<file path="config.mk">
export PLATFORM = sky130hd
export DESIGN_NAME = blp_ctrl
export DESIGN_NICKNAME = d
export VERILOG_FILES = /design/src/shared/blp_pkg.sv /design/src/design/blp_ctrl.sv /design/src/design/blp_fault_seq.sv /design/src/design/blp_sync2.sv
export SDC_FILE = /design/constraint.sdc
export NUM_CORES = 1
export LEC_CHECK = 0
export BUFFER_PORTS_ARGS = -buffer_cell sky130_fd_sc_hd__buf_2
export CAP_MARGIN = 10
export CORE_ASPECT_RATIO = 0.6
export CORE_MARGIN = 8
export CORE_UTILIZATION = 55
export DETAILED_ROUTE_END_ITERATION = 8
export GPL_TIMING_DRIVEN = 0
export PLACE_DENSITY = 0.73
export SLEW_MARGIN = 25
export SYNTH_ARGS = -nofsm -noshare
export SYNTH_HDL_FRONTEND = slang
export SYNTH_SLANG_ARGS = --single-unit
</file>
<file path="constraint.sdc">
create_clock -name CLK_I -period 30.7 [get_ports CLK_I]
set_clock_uncertainty 0.2 [all_clocks]
set_input_delay 6.14 -clock CLK_I [delete_from_list [all_inputs] [get_ports CLK_I]]
set_output_delay 6.14 -clock CLK_I [all_outputs]
set_load 0.01 [all_outputs]
</file>
<file path="src/shared/blp_pkg.sv">
// Constants, register map and encodings for the buck light-load and fault controller.
// Assumes a 250 MHz control clock and a 16-bit word-indexed register port.
package blp_pkg;

  // ----------------------------------------------------------------
  // Clock and timing
  // ----------------------------------------------------------------
  localparam int CLK_MHZ = 250;
  localparam int RESTART_DELAY_US = 70; // Delay between restart attempts
  localparam int RESTART_DELAY_CYC = RESTART_DELAY_US * CLK_MHZ;

  // ----------------------------------------------------------------
  // Register map (word index)
  // ----------------------------------------------------------------
  localparam int DW = 16;
  localparam int AW = 4;
  localparam logic [AW-1:0] REG_CTRL = 4'h0;
  localparam logic [AW-1:0] REG_MISC = 4'h1;
  localparam logic [AW-1:0] REG_FREQ = 4'h2;
  localparam logic [AW-1:0] REG_FMIN = 4'h3;
  localparam logic [AW-1:0] REG_UVTH = 4'h4;
  localparam logic [AW-1:0] REG_UVRSP = 4'h5;
  localparam logic [AW-1:0] REG_OVRSP = 4'h6;
  localparam logic [AW-1:0] REG_OVMG = 4'h7;
  localparam logic [AW-1:0] REG_STAT = 4'h8;

  // Field positions
  localparam int CTRL_RUN = 0;
  localparam int CTRL_DE = 1;
  localparam int CTRL_SYNC = 2; // Two bits
  localparam int CTRL_RESTART = 4; // Write-one pulse
  localparam int MISC_AF = 0;
  localparam int RSP_MODE = 0; // Two bits
  localparam int RSP_TRY = 2; // Three bits

  // Reset values
  localparam logic [DW-1:0] CTRL_RST = 16'h0000;
  localparam logic [DW-1:0] MISC_RST = 16'h0000;
  localparam logic [DW-1:0] FREQ_RST = 16'h0069;
  localparam logic [DW-1:0] FMIN_RST = 16'h0035;
  localparam logic [DW-1:0] UVTH_RST = 16'h0000;
  localparam logic [DW-1:0] RSP_RST = 16'h001E;
  localparam logic [DW-1:0] OVMG_RST = 16'h000F;

  // Undervoltage thresholds in units of 10 mV
  localparam logic [10:0] UV_STRAP_LOW = 11'h12C;
  localparam logic [10:0] UV_STRAP_OPEN = 11'h1C2;
  localparam logic [10:0] UV_STRAP_HIGH = 11'h438;
  localparam logic [10:0] UV_PROG_MIN = 11'h11D;
  localparam logic [10:0] UV_PROG_MAX = 11'h640;

  // Dead time in clock cycles and adjuster pacing
  localparam logic [3:0] DT_MIN = 4'h1;
  localparam logic [3:0] DT_MAX = 4'hF;
  localparam logic [3:0] DT_RST = 4'h4;
  localparam logic [3:0] ADJ_LAST = 4'hF;
  localparam int AF_STEPS = 8;
  localparam logic [2:0] TRY_INF = 3'h7;
  localparam logic [1:0] STRAP_WAIT = 2'h3;

  // ----------------------------------------------------------------
  // Encodings
  // ----------------------------------------------------------------
  typedef enum logic [1:0] {
    RSP_IGNORE = 2'b00, RSP_DELAY_OFF = 2'b01, RSP_RETRY = 2'b10, RSP_LOW_HOLD = 2'b11
  } blp_fresp_t;
  typedef enum logic [1:0] {
    SYNC_INTERNAL = 2'b00, SYNC_AUTO = 2'b01, SYNC_EXT_IN = 2'b10, SYNC_DRIVE_OUT = 2'b11
  } blp_sync_t;
  typedef enum logic [2:0] {
    GS_IDLE = 3'b000, GS_DEAD_HS = 3'b001, GS_HS = 3'b010, GS_DEAD_LS = 3'b011,
    GS_LS = 3'b100
  } blp_gate_t;
  typedef enum logic [2:0] {
    FS_RUN = 3'b000, FS_GRACE = 3'b001, FS_OFF = 3'b010, FS_LATCH = 3'b011,
    FS_HOLD = 3'b100
  } blp_fstate_t;

endpackage

</file>
<file path="src/design/blp_ctrl.sv">
// Gate drive, light-load optimisation and input/output fault supervision of a buck stage.
// Assumes analog comparators on the power stage and a compensator on the same clock.
`timescale 1ns/1ps

// Summary of operation
// - High and low gates are never on together; a dead interval always separates them.
// - Dead time is trimmed once every 16 switching periods while running, to drive the loop duty to its minimum.
// - Diode emulation ends the low-side pulse at inductor zero crossing.
// - Diode emulation only on single phase or a group shed to one phase.
// - Adaptive frequency needs misc bit 0 set and diode emulation active.
// - Frequency stays programmed above half nominal duty, then falls linearly.
// - Reduced frequency moves in discrete steps between programmed and minimum.
// - Adaptive frequency blocked in sharing group, auto sync with clock, or clock out.
// - Strap decode: low 3 V, open 4.5 V, high 10.8 V.
// - Programmed undervoltage threshold 2.85 V to 16 V overrides the strap.
// - Undervoltage response: ignore, run then latch off, or shut with retries.
// - Default undervoltage response shuts down and restarts once the fault clears.
// - Overvoltage drops power good at once; default limit 15 percent over target.
// - Overvoltage response: shut with retries, or high off and low held on.
// - Default overvoltage response shuts down and restarts once the fault clears.
// - With an external clock a low-side hold request for overvoltage becomes shutdown with retries.
module blp_ctrl
  import blp_pkg::*;
#(
  parameter int DELAY_CYC = RESTART_DELAY_CYC
) (
  // Clock, reset, enable
  input wire logic CLK_I,
  input wire logic RESET_I,
  input wire logic CE_I,
  // Register port
  input wire logic [AW-1:0] ADDR_I,
  input wire logic [DW-1:0] WDATA_I,
  input wire logic WR_I,
  input wire logic RD_I,
  output logic [DW-1:0] RDATA_O,
  // Power stage comparators and strap sensing (asynchronous)
  input wire logic STRAP_LOW_I,
  input wire logic STRAP_HIGH_I,
  input wire logic INPUT_UV_CMP_I,
  input wire logic OUTPUT_OV_CMP_I,
  input wire logic ZERO_CROSS_I,
  input wire logic EXT_CLK_PRESENT_I,
  // Loop and phase management (same clock)
  input wire logic [DW-1:0] DUTY_I,
  input wire logic [DW-1:0] NOM_DUTY_I,
  input wire logic SHARE_GROUP_I,
  input wire logic ONE_PHASE_LEFT_I,
  // Gate drives and status
  output logic HIGH_SIDE_GATE_O,
  output logic LOW_SIDE_GATE_O,
  output logic POWER_GOOD_OUT_O,
  output logic SYNC_DRIVE_O,
  output logic [10:0] UV_THRESHOLD_O,
  output logic [5:0] OV_MARGIN_O
);

  // ----------------------------------------------------------------
  // Input synchronisers
  // ----------------------------------------------------------------
  logic [5:0] pins_s;
  logic strap_lo_s, strap_hi_s, uv_s, ov_s, zc_s, ext_s;

  blp_sync2 #(.W(6)) u_sync (
    .clk_i(CLK_I),
    .reset_i(RESET_I),
    .d_i({STRAP_LOW_I, STRAP_HIGH_I, INPUT_UV_CMP_I, OUTPUT_OV_CMP_I, ZERO_CROSS_I,
          EXT_CLK_PRESENT_I}),
    .q_o(pins_s)
  );
  assign {strap_lo_s, strap_hi_s, uv_s, ov_s, zc_s, ext_s} = pins_s;

  // ----------------------------------------------------------------
  // Registers
  // ----------------------------------------------------------------
  logic [DW-1:0] ctrl, misc, freq, fmin, uvth, uvrsp, ovrsp, ovmg;
  logic [10:0] strap_thr;
  logic [1:0] strap_wait;
  logic strap_done;
  logic [3:0] dead_time;

  wire wr_ctrl = WR_I && (ADDR_I == REG_CTRL);
  wire restart = wr_ctrl && WDATA_I[CTRL_RESTART];
  wire [10:0] wr_uv = WDATA_I[10:0];
  // Clamp into the legal window; zero still means use the strap
  wire [10:0] uv_clamped = (wr_uv == 11'h000) ? 11'h000 :
                           (wr_uv < UV_PROG_MIN) ? UV_PROG_MIN :
                           (wr_uv > UV_PROG_MAX) ? UV_PROG_MAX : wr_uv;

  // Register writes; restart is a pulse and is not stored
  always_ff @(posedge CLK_I) begin
    if (RESET_I) begin
      ctrl <= CTRL_RST;
      misc <= MISC_RST;
      freq <= FREQ_RST;
      fmin <= FMIN_RST;
      uvth <= UVTH_RST;
      uvrsp <= RSP_RST;
      ovrsp <= RSP_RST;
      ovmg <= OVMG_RST;
    end else if (CE_I && WR_I) begin
      case (ADDR_I)
        REG_CTRL: ctrl <= WDATA_I & 16'h000F;
        REG_MISC: misc <= WDATA_I;
        REG_FREQ: freq <= WDATA_I;
        REG_FMIN: fmin <= WDATA_I;
        REG_UVTH: uvth <= {5'h00, uv_clamped};
        REG_UVRSP: uvrsp <= WDATA_I & 16'h001F;
        REG_OVRSP: ovrsp <= WDATA_I & 16'h001F;
        REG_OVMG: ovmg <= WDATA_I & 16'h003F;
        default: ;
      endcase
    end
  end

  // Strap caught once, after the synchronisers have filled
  always_ff @(posedge CLK_I) begin
    if (RESET_I) begin
      strap_wait <= 2'h0;
      strap_done <= 1'b0;
      strap_thr <= UV_STRAP_OPEN;
    end else if (CE_I && !strap_done) begin
      strap_wait <= strap_wait + 2'h1;
      if (strap_wait == STRAP_WAIT) begin
        strap_done <= 1'b1;
        strap_thr <= strap_lo_s ? UV_STRAP_LOW : strap_hi_s ? UV_STRAP_HIGH
                                                            : UV_STRAP_OPEN;
      end
    end
  end

  // ----------------------------------------------------------------
  // Mode decode
  // ----------------------------------------------------------------
  wire blp_sync_t sync_mode = blp_sync_t'(ctrl[CTRL_SYNC +: 2]);
  wire auto_with_clk = (sync_mode == SYNC_AUTO) && ext_s;
  wire ext_clocking = (sync_mode == SYNC_EXT_IN) || auto_with_clk;
  wire de_active = ctrl[CTRL_DE] && (!SHARE_GROUP_I || ONE_PHASE_LEFT_I);
  wire af_active = misc[MISC_AF] && de_active && !SHARE_GROUP_I && !auto_with_clk &&
                   (sync_mode != SYNC_DRIVE_OUT);
  wire blp_fresp_t uv_mode = blp_fresp_t'(uvrsp[RSP_MODE +: 2]);
  wire blp_fresp_t ov_req = blp_fresp_t'(ovrsp[RSP_MODE +: 2]);
  // Low-side hold needs the internal clock; fall back to shutdown otherwise
  wire blp_fresp_t ov_mode = (ext_clocking && ov_req == RSP_LOW_HOLD) ? RSP_RETRY
                                                                      : ov_req;

  assign UV_THRESHOLD_O = (uvth[10:0] != 11'h000) ? uvth[10:0] : strap_thr;
  assign OV_MARGIN_O = ovmg[5:0];
  assign SYNC_DRIVE_O = (sync_mode == SYNC_DRIVE_OUT);

  // ----------------------------------------------------------------
  // Fault sequencers
  // ----------------------------------------------------------------
  logic uv_shut, uv_latch, ov_shut, ov_hold, ov_latch;

  blp_fault_seq #(.DELAY_CYC(DELAY_CYC)) u_uv (
    .clk_i(CLK_I),
    .reset_i(RESET_I),
    .ce_i(CE_I),
    .fault_i(uv_s),
    .mode_i(uv_mode),
    .tries_i(uvrsp[RSP_TRY +: 3]),
    .restart_i(restart),
    .shut_o(uv_shut),
    .hold_o(),
    .latch_o(uv_latch)
  );

  blp_fault_seq #(.DELAY_CYC(DELAY_CYC)) u_ov (
    .clk_i(CLK_I),
    .reset_i(RESET_I),
    .ce_i(CE_I),
    .fault_i(ov_s),
    .mode_i(ov_mode),
    .tries_i(ovrsp[RSP_TRY +: 3]),
    .restart_i(restart),
    .shut_o(ov_shut),
    .hold_o(ov_hold),
    .latch_o(ov_latch)
  );

  wire run_ok = ctrl[CTRL_RUN] && strap_done && !uv_shut && !ov_shut;

  // ----------------------------------------------------------------
  // Adaptive frequency
  // ----------------------------------------------------------------
  logic [DW-1:0] duty_lat;
  logic [AF_STEPS-1:0] thr_hit;
  logic [3:0] level;

  // Thermometer of duty against fractions of half the nominal duty
  generate
    for (genvar k = 1; k <= AF_STEPS; k++) begin : g_thr
      assign thr_hit[k-1] = ({duty_lat, 4'h0} >= (20'(NOM_DUTY_I) * 20'(k)));
    end
  endgenerate

  always_comb begin
    level = 4'h0;
    for (int i = 0; i < AF_STEPS; i++) begin
      level = level + {3'h0, thr_hit[i]};
    end
  end

  // Linear in frequency, quantised to eighths of the span
  wire [DW-1:0] f_span = (freq > fmin) ? freq - fmin : 16'h0000;
  wire [19:0] f_prod = 20'(f_span) * 20'(level);
  wire [DW-1:0] f_red = fmin + f_prod[18:3];
  wire [DW-1:0] f_word = af_active ? f_red : freq;

  // ----------------------------------------------------------------
  // Phase accumulator
  // ----------------------------------------------------------------
  logic [DW-1:0] phase;
  wire [DW:0] ph_sum = {1'b0, phase} + {1'b0, f_word};
  wire wrap = ph_sum[DW];
  wire hs_dem = run_ok && (phase < duty_lat);

  // Duty is taken once per period so the pulse never chops mid-cycle
  always_ff @(posedge CLK_I) begin
    if (RESET_I) begin
      phase <= 16'h0000;
      duty_lat <= 16'h0000;
    end else if (CE_I) begin
      phase <= ph_sum[DW-1:0];
      if (wrap) duty_lat <= DUTY_I;
    end
  end

  // ----------------------------------------------------------------
  // Dead-time adjuster
  // ----------------------------------------------------------------
  logic [3:0] adj_cnt;
  logic [DW-1:0] duty_ref;
  logic adj_up;
  wire adj_now = wrap && run_ok && (adj_cnt == ADJ_LAST);
  wire next_dir = (duty_lat > duty_ref) ? !adj_up : adj_up;

  // Perturb and observe: keep stepping while duty falls, turn back when it rises
  always_ff @(posedge CLK_I) begin
    if (RESET_I) begin
      adj_cnt <= 4'h0;
      duty_ref <= 16'h0000;
      adj_up <= 1'b0;
      dead_time <= DT_RST;
    end else if (CE_I) begin
      if (wrap && run_ok) adj_cnt <= adj_cnt + 4'h1;
      if (adj_now) begin
        duty_ref <= duty_lat;
        adj_up <= next_dir;
        if (next_dir && dead_time != DT_MAX) dead_time <= dead_time + 4'h1;
        else if (!next_dir && dead_time != DT_MIN) dead_time <= dead_time - 4'h1;
      end
    end
  end

  // ----------------------------------------------------------------
  // Gate sequencer
  // ----------------------------------------------------------------
  blp_gate_t gst;
  blp_gate_t next_gst;
  logic [3:0] dcnt;
  wire dead_done = (dcnt == 4'h0);

  always_comb begin
    next_gst = gst;
    case (gst)
      GS_IDLE: begin
        if (hs_dem) next_gst = GS_DEAD_HS;
        else if (ov_hold) next_gst = GS_DEAD_LS;
      end
      GS_DEAD_HS: begin
        if (!run_ok) next_gst = GS_IDLE;
        else if (dead_done) next_gst = GS_HS;
      end
      GS_HS: begin
        if (!hs_dem) next_gst = GS_DEAD_LS;
      end
      GS_DEAD_LS: begin
        if (dead_done) next_gst = (run_ok || ov_hold) ? GS_LS : GS_IDLE;
      end
      GS_LS: begin
        if (ov_hold) next_gst = GS_LS;
        else if (!run_ok) next_gst = GS_IDLE;
        else if (hs_dem) next_gst = GS_DEAD_HS;
        else if (de_active && zc_s) next_gst = GS_IDLE;
      end
      default: next_gst = GS_IDLE;
    endcase
  end

  // Both gates come from one state code, so overlap cannot occur
  always_ff @(posedge CLK_I) begin
    if (RESET_I) begin
      gst <= GS_IDLE;
      dcnt <= 4'h0;
      HIGH_SIDE_GATE_O <= 1'b0;
      LOW_SIDE_GATE_O <= 1'b0;
    end else if (CE_I) begin
      gst <= next_gst;
      dcnt <= (next_gst != gst) ? dead_time : (dead_done ? 4'h0 : dcnt - 4'h1);
      HIGH_SIDE_GATE_O <= (next_gst == GS_HS);
      LOW_SIDE_GATE_O <= (next_gst == GS_LS);
    end
  end

  // ----------------------------------------------------------------
  // Power good and read port
  // ----------------------------------------------------------------
  wire [DW-1:0] status = {4'h0, dead_time, ov_hold, POWER_GOOD_OUT_O, af_active, de_active,
                          ov_latch, uv_latch, ov_s, uv_s};
  wire [DW-1:0] rd_mux = (ADDR_I == REG_CTRL) ? ctrl :
                         (ADDR_I == REG_MISC) ? misc :
                         (ADDR_I == REG_FREQ) ? freq :
                         (ADDR_I == REG_FMIN) ? fmin :
                         (ADDR_I == REG_UVTH) ? uvth :
                         (ADDR_I == REG_UVRSP) ? uvrsp :
                         (ADDR_I == REG_OVRSP) ? ovrsp :
                         (ADDR_I == REG_OVMG) ? ovmg :
                         (ADDR_I == REG_STAT) ? status : 16'h0000;

  // Power good drops the cycle after a synchronised overvoltage
  always_ff @(posedge CLK_I) begin
    if (RESET_I) begin
      POWER_GOOD_OUT_O <= 1'b0;
      RDATA_O <= 16'h0000;
    end else if (CE_I) begin
      POWER_GOOD_OUT_O <= run_ok && !ov_s;
      RDATA_O <= RD_I ? rd_mux : 16'h0000;
    end
  end

endmodule

</file>
<file path="src/design/blp_fault_seq.sv">
// Fault response sequencer shared by the undervoltage and overvoltage paths.
// Assumes a synchronised fault level and a restart pulse from the same clock.
`timescale 1ns/1ps
module blp_fault_seq
  import blp_pkg::*;
#(
  parameter int DELAY_CYC = RESTART_DELAY_CYC
) (
  input wire logic clk_i,
  input wire logic reset_i,
  input wire logic ce_i,
  input wire logic fault_i,
  input wire blp_fresp_t mode_i,
  input wire logic [2:0] tries_i,
  input wire logic restart_i,
  output logic shut_o,
  output logic hold_o,
  output logic latch_o
);

  localparam int CW = $clog2(DELAY_CYC + 1);
  localparam logic [CW-1:0] CNT_END = CW'(DELAY_CYC - 1);

  blp_fstate_t st;
  blp_fstate_t next_st;
  logic [CW-1:0] cnt;
  logic [2:0] tries;
  wire cnt_done = (cnt == CNT_END);
  wire infinite = (tries_i == TRY_INF);

  // Response selection, delay pacing and retry counting
  always_comb begin
    next_st = st;
    case (st)
      FS_RUN: begin
        if (fault_i) begin
          case (mode_i)
            RSP_DELAY_OFF: next_st = FS_GRACE;
            RSP_RETRY: next_st = (tries_i == 3'h0) ? FS_LATCH : FS_OFF;
            RSP_LOW_HOLD: next_st = FS_HOLD;
            default: next_st = FS_RUN;
          endcase
        end
      end
      FS_GRACE: begin
        if (!fault_i) next_st = FS_RUN;
        else if (cnt_done) next_st = FS_LATCH;
      end
      FS_OFF: begin
        if (cnt_done && !fault_i) next_st = FS_RUN;
        else if (cnt_done && !infinite && (tries + 3'h1 >= tries_i)) next_st = FS_LATCH;
      end
      FS_HOLD: begin
        if (cnt_done && !fault_i) next_st = FS_RUN;
      end
      FS_LATCH: begin
        if (restart_i) next_st = FS_RUN;
      end
      default: next_st = FS_RUN;
    endcase
  end

  // State, delay counter and attempt counter
  always_ff @(posedge clk_i) begin
    if (reset_i) begin
      st <= FS_RUN;
      cnt <= '0;
      tries <= 3'h0;
    end else if (ce_i) begin
      st <= next_st;
      cnt <= (next_st != st || cnt_done) ? '0 : cnt + 1'b1;
      if (restart_i || (st == FS_RUN && cnt_done)) tries <= 3'h0;
      else if (st == FS_OFF && cnt_done && fault_i && !infinite) tries <= tries + 3'h1;
    end
  end

  assign shut_o = (st == FS_OFF) || (st == FS_LATCH) || (st == FS_HOLD);
  assign hold_o = (st == FS_HOLD);
  assign latch_o = (st == FS_LATCH);

endmodule

</file>
<file path="src/design/blp_sync2.sv">
// Two-flop synchroniser for a bundle of asynchronous level inputs.
// Assumes each bit is an independent slow level; no bus coherence is given.
`timescale 1ns/1ps
module blp_sync2 #(
  parameter int W = 1
) (
  input wire logic clk_i,
  input wire logic reset_i,
  input wire logic [W-1:0] d_i,
  output logic [W-1:0] q_o
);

  logic [W-1:0] meta;

  // First stage is read only by the second stage
  always_ff @(posedge clk_i) begin
    if (reset_i) begin
      meta <= '0;
      q_o <= '0;
    end else begin
      meta <= d_i;
      q_o <= meta;
    end
  end

endmodule

</file>
==> results.yml <==
sta:
  drv_slew: 0
  grt_setup_unrepaired: "no"
  fin_setup_tns_ps: 0
  period_needed_ps: 20200
  relSlewSlack_pct: 18.7
  hold_viol: 0
  fin_ws_ps: 10500
  finalSetupViolations: 0
  period_share_pct: 65.8
  max_freq_mhz: 49.5
  tightest_slew_ps: 1190
final_layout:
  antenna_cells: 0
  nets: 3084
  area.sequential_um2: 4480
  drive_gt1_share_pct: 7.07
  final_util_pct: 60.9
  multi_input_area_um2: 14800
  syn_to_final_growth_pct: 9.07
  final.fill_count: 3296
pwr:
  power.internal_w: 0.000531
  peakVddDrop_mv: 0.0371
  power.total_w: 0.000767
  p_clk_share_pct: 38.6
  switching_share_pct: 30.7
  p_sw_w: 0.000236
  combPwrFrac_pct: 22.3
  p_leak_nw: 10.1
  powerDensity_nw_per_um2: 34.6
  p_seq_share_pct: 39.1
worst_setup_path:
  crit_family: "compound AO/OA/AOI/OAI gates"
  worst-path-max-fanout: 10
  crit_type: "in -> reg"
  worstPathArrival_ps: 20460
  crit_slowest_cell: "a211oi_1"
  crit_path_frequent_cell: "fa_1"
  cp-end-kind: "flop"
  critPathRequiredTime_ps: 30960
  max_stage_delay_ps: 600
  worstSetupStartpointType: "input port"
  cp_num_buf_inv: 6
detailed_routing:
  wirelength_um: 66200
  antenna_left: 0
  drt_iter0_markers: 2377
  routed-via-count: 19800
  viasPerCell: 6.25
  drc: 0
  drt-pass1-iter-count: 5
  wl_per_cell_um: 20.9
yosys:
  synth_edf_count: 0
  synth_most_common_cell: "nand2_1"
  ys_seq_area_share_pct: 22.1
  avgSynthCellArea_um2: 7.95
  ys_top_cells_by_count: "nand2_1, ha_1, nor2_1"
  synthTopCellsByArea: "dfxtp_1, ha_1, nand2_1"
  synth_area_leader_cell: "dfxtp_1"
  syn_inst: 2554
  syn_area_um2: 20300
  yosysWarnings: 0
  synth.ff_latch_count: 224
  yosys_most_used_dff: "dfxtp_1"
  synth_nets: 2968
  synthArstFlopShare_pct: 0
  synth_top_cell_area_share_pct: 22.1
  ys_types: 90
clock_tree:
  clock_sinks: 224
  cts_hold_buf: 0
  clk_path_buf_depth: 3
  cts_tree: "yes"
  clk_pin_slew_ps: 70
  cts_buffers: 23
  cts_max_level: 1
  clockRootBuffer: "clkbuf_16"
  cts_setup_buffers: 0
  insertion_delay_ps: 540
  cts-resized-gates: 0
die:
  die_y_um: 165
  die_w_um: 264
  ios: 102
  die_area_um2: 43500
  core_area_um2: 36300
  rows: 54
  start_util_pct: 55.9
global_route:
  grt_pass1_wl_um: 102000
  grt_start_max_net_pins: 15
  grt_usage_pct: 29.1
  grt_pass1_vias: 18200
  antenna_found_initial: 1
  grt_overflow: 0
placed_design:
  place.gp.congestion: 1.01
  dpl.hpwl_um: 52500
  place_ws_ps: 10310
  port_buffers: 91
run:
  max_cap_violations: 0
status:
  status: "complete, no violations"
min_path:
  min_path_type: "reg -> reg"
registers in the layout, indices dropped and copies added, names as in the netlist, 4 cells and up:
register and flops:
misc 16, uvrsp 5, adj_cnt 4, u_ov.cnt 15, RDATA_O 16, strap_thr 5, u_uv.cnt 15, phase 16
uvth 11, ovmg 6, ovrsp 5, duty_lat 16, duty_ref 16, fmin 16, dcnt 4, u_sync.meta 6
freq 16, ctrl 4, u_sync.q_o 6, dead_time 4
power by group through the flow:
stage                     Clock [W]  Sequential, W  Combinational [W]
after floorplan                   0       0.000305           0.000116
after global placement            0       0.000306           0.000160
after detailed placement          0       0.000306           0.000165
after CTS                  0.000297       0.000299           0.000167
after global routing       0.000310       0.000300           0.000188
final                      0.000296       0.000300           0.000171
layout make-up:
class / count / area share (%)
clock inverters: 12 / 0.683
inverters: 174 / 2.95
multi-input cells: 2066 / 66.9
flip-flops and latches: 224 / 20.2
clock buffers: 29 / 2.84
repair buffers: 91 / 2.06
well taps: 476 / 2.69
plain buffers: 90 / 1.65
cell families after synthesis:
kind of cell               after synthesis  share of synthesized area (%)
xor gates and xnor gates               127                           5.54
AOI/OAI and AO/OA                      647                           20.6
and+or+nand+nor                        895                           20.8
DFF                                    224                           22.1
adders and majority gates              349                           23.5
muxes                                   48                           2.57
buffers and inverters                  264                           5.01
final timing paths:
path	from	end	slack (ps)	cells past startpoint
min	u_sync.meta[3]	u_sync.q_o[3]	240	1
max reg2reg	duty_lat[0]	dead_time[2]	17080	49
min reg2reg	u_sync.meta[3]	u_sync.q_o[3]	240	1
max	NOM_DUTY_I[2]	dead_time[2]	10500	54
layout by cell type (no fill, tap or decap), types with 36 or more instances in the layout:
| cell | synthesis | routed |
|---|---|---|
| xor2_1 | 58 | 58 |
| nand2_1 | 307 | 307 |
| a21o_1 | 66 | 66 |
| nand2b_1 | 36 | 36 |
| buf_2 | 6 | 97 |
| nor2b_1 | 39 | 39 |
| nor3_1 | 46 | 45 |
| o21ai_0 | 110 | 110 |
| dfxtp_1 | 224 | 224 |
| o21a_1 | 36 | 36 |
| fa_1 | 53 | 53 |
| xnor2_1 | 68 | 68 |
| ha_1 | 296 | 296 |
| a21oi_1 | 213 | 213 |
| nor2_1 | 246 | 246 |
| nand3_1 | 62 | 62 |
| inv_1 | 172 | 172 |
| clkbuf_1 | 73 | 76 |
stage by stage:
step	hold slack [ps]	area [um^2]	cells
3_5_place_dp	220	21400	3121
2_1_floorplan	214	20300	2554
3_3_place_gp	217	21400	3121
6_report	237	22200	3162
5_1_grt	255	22200	3162
4_1_cts	241	22100	3162
routing by layer:
layer / global-route usage, % / vias up / share of wire [%]
li1: - / 9309 / -
met1: 44.6 / 9385 / 47
met2: 41.2 / 981 / 39
met3: 5.90 / 95 / 11
met4: 6.31 / 2 / 2.2
met5: 0 / - / 0.026
Power figures use the tool's default switching activity.
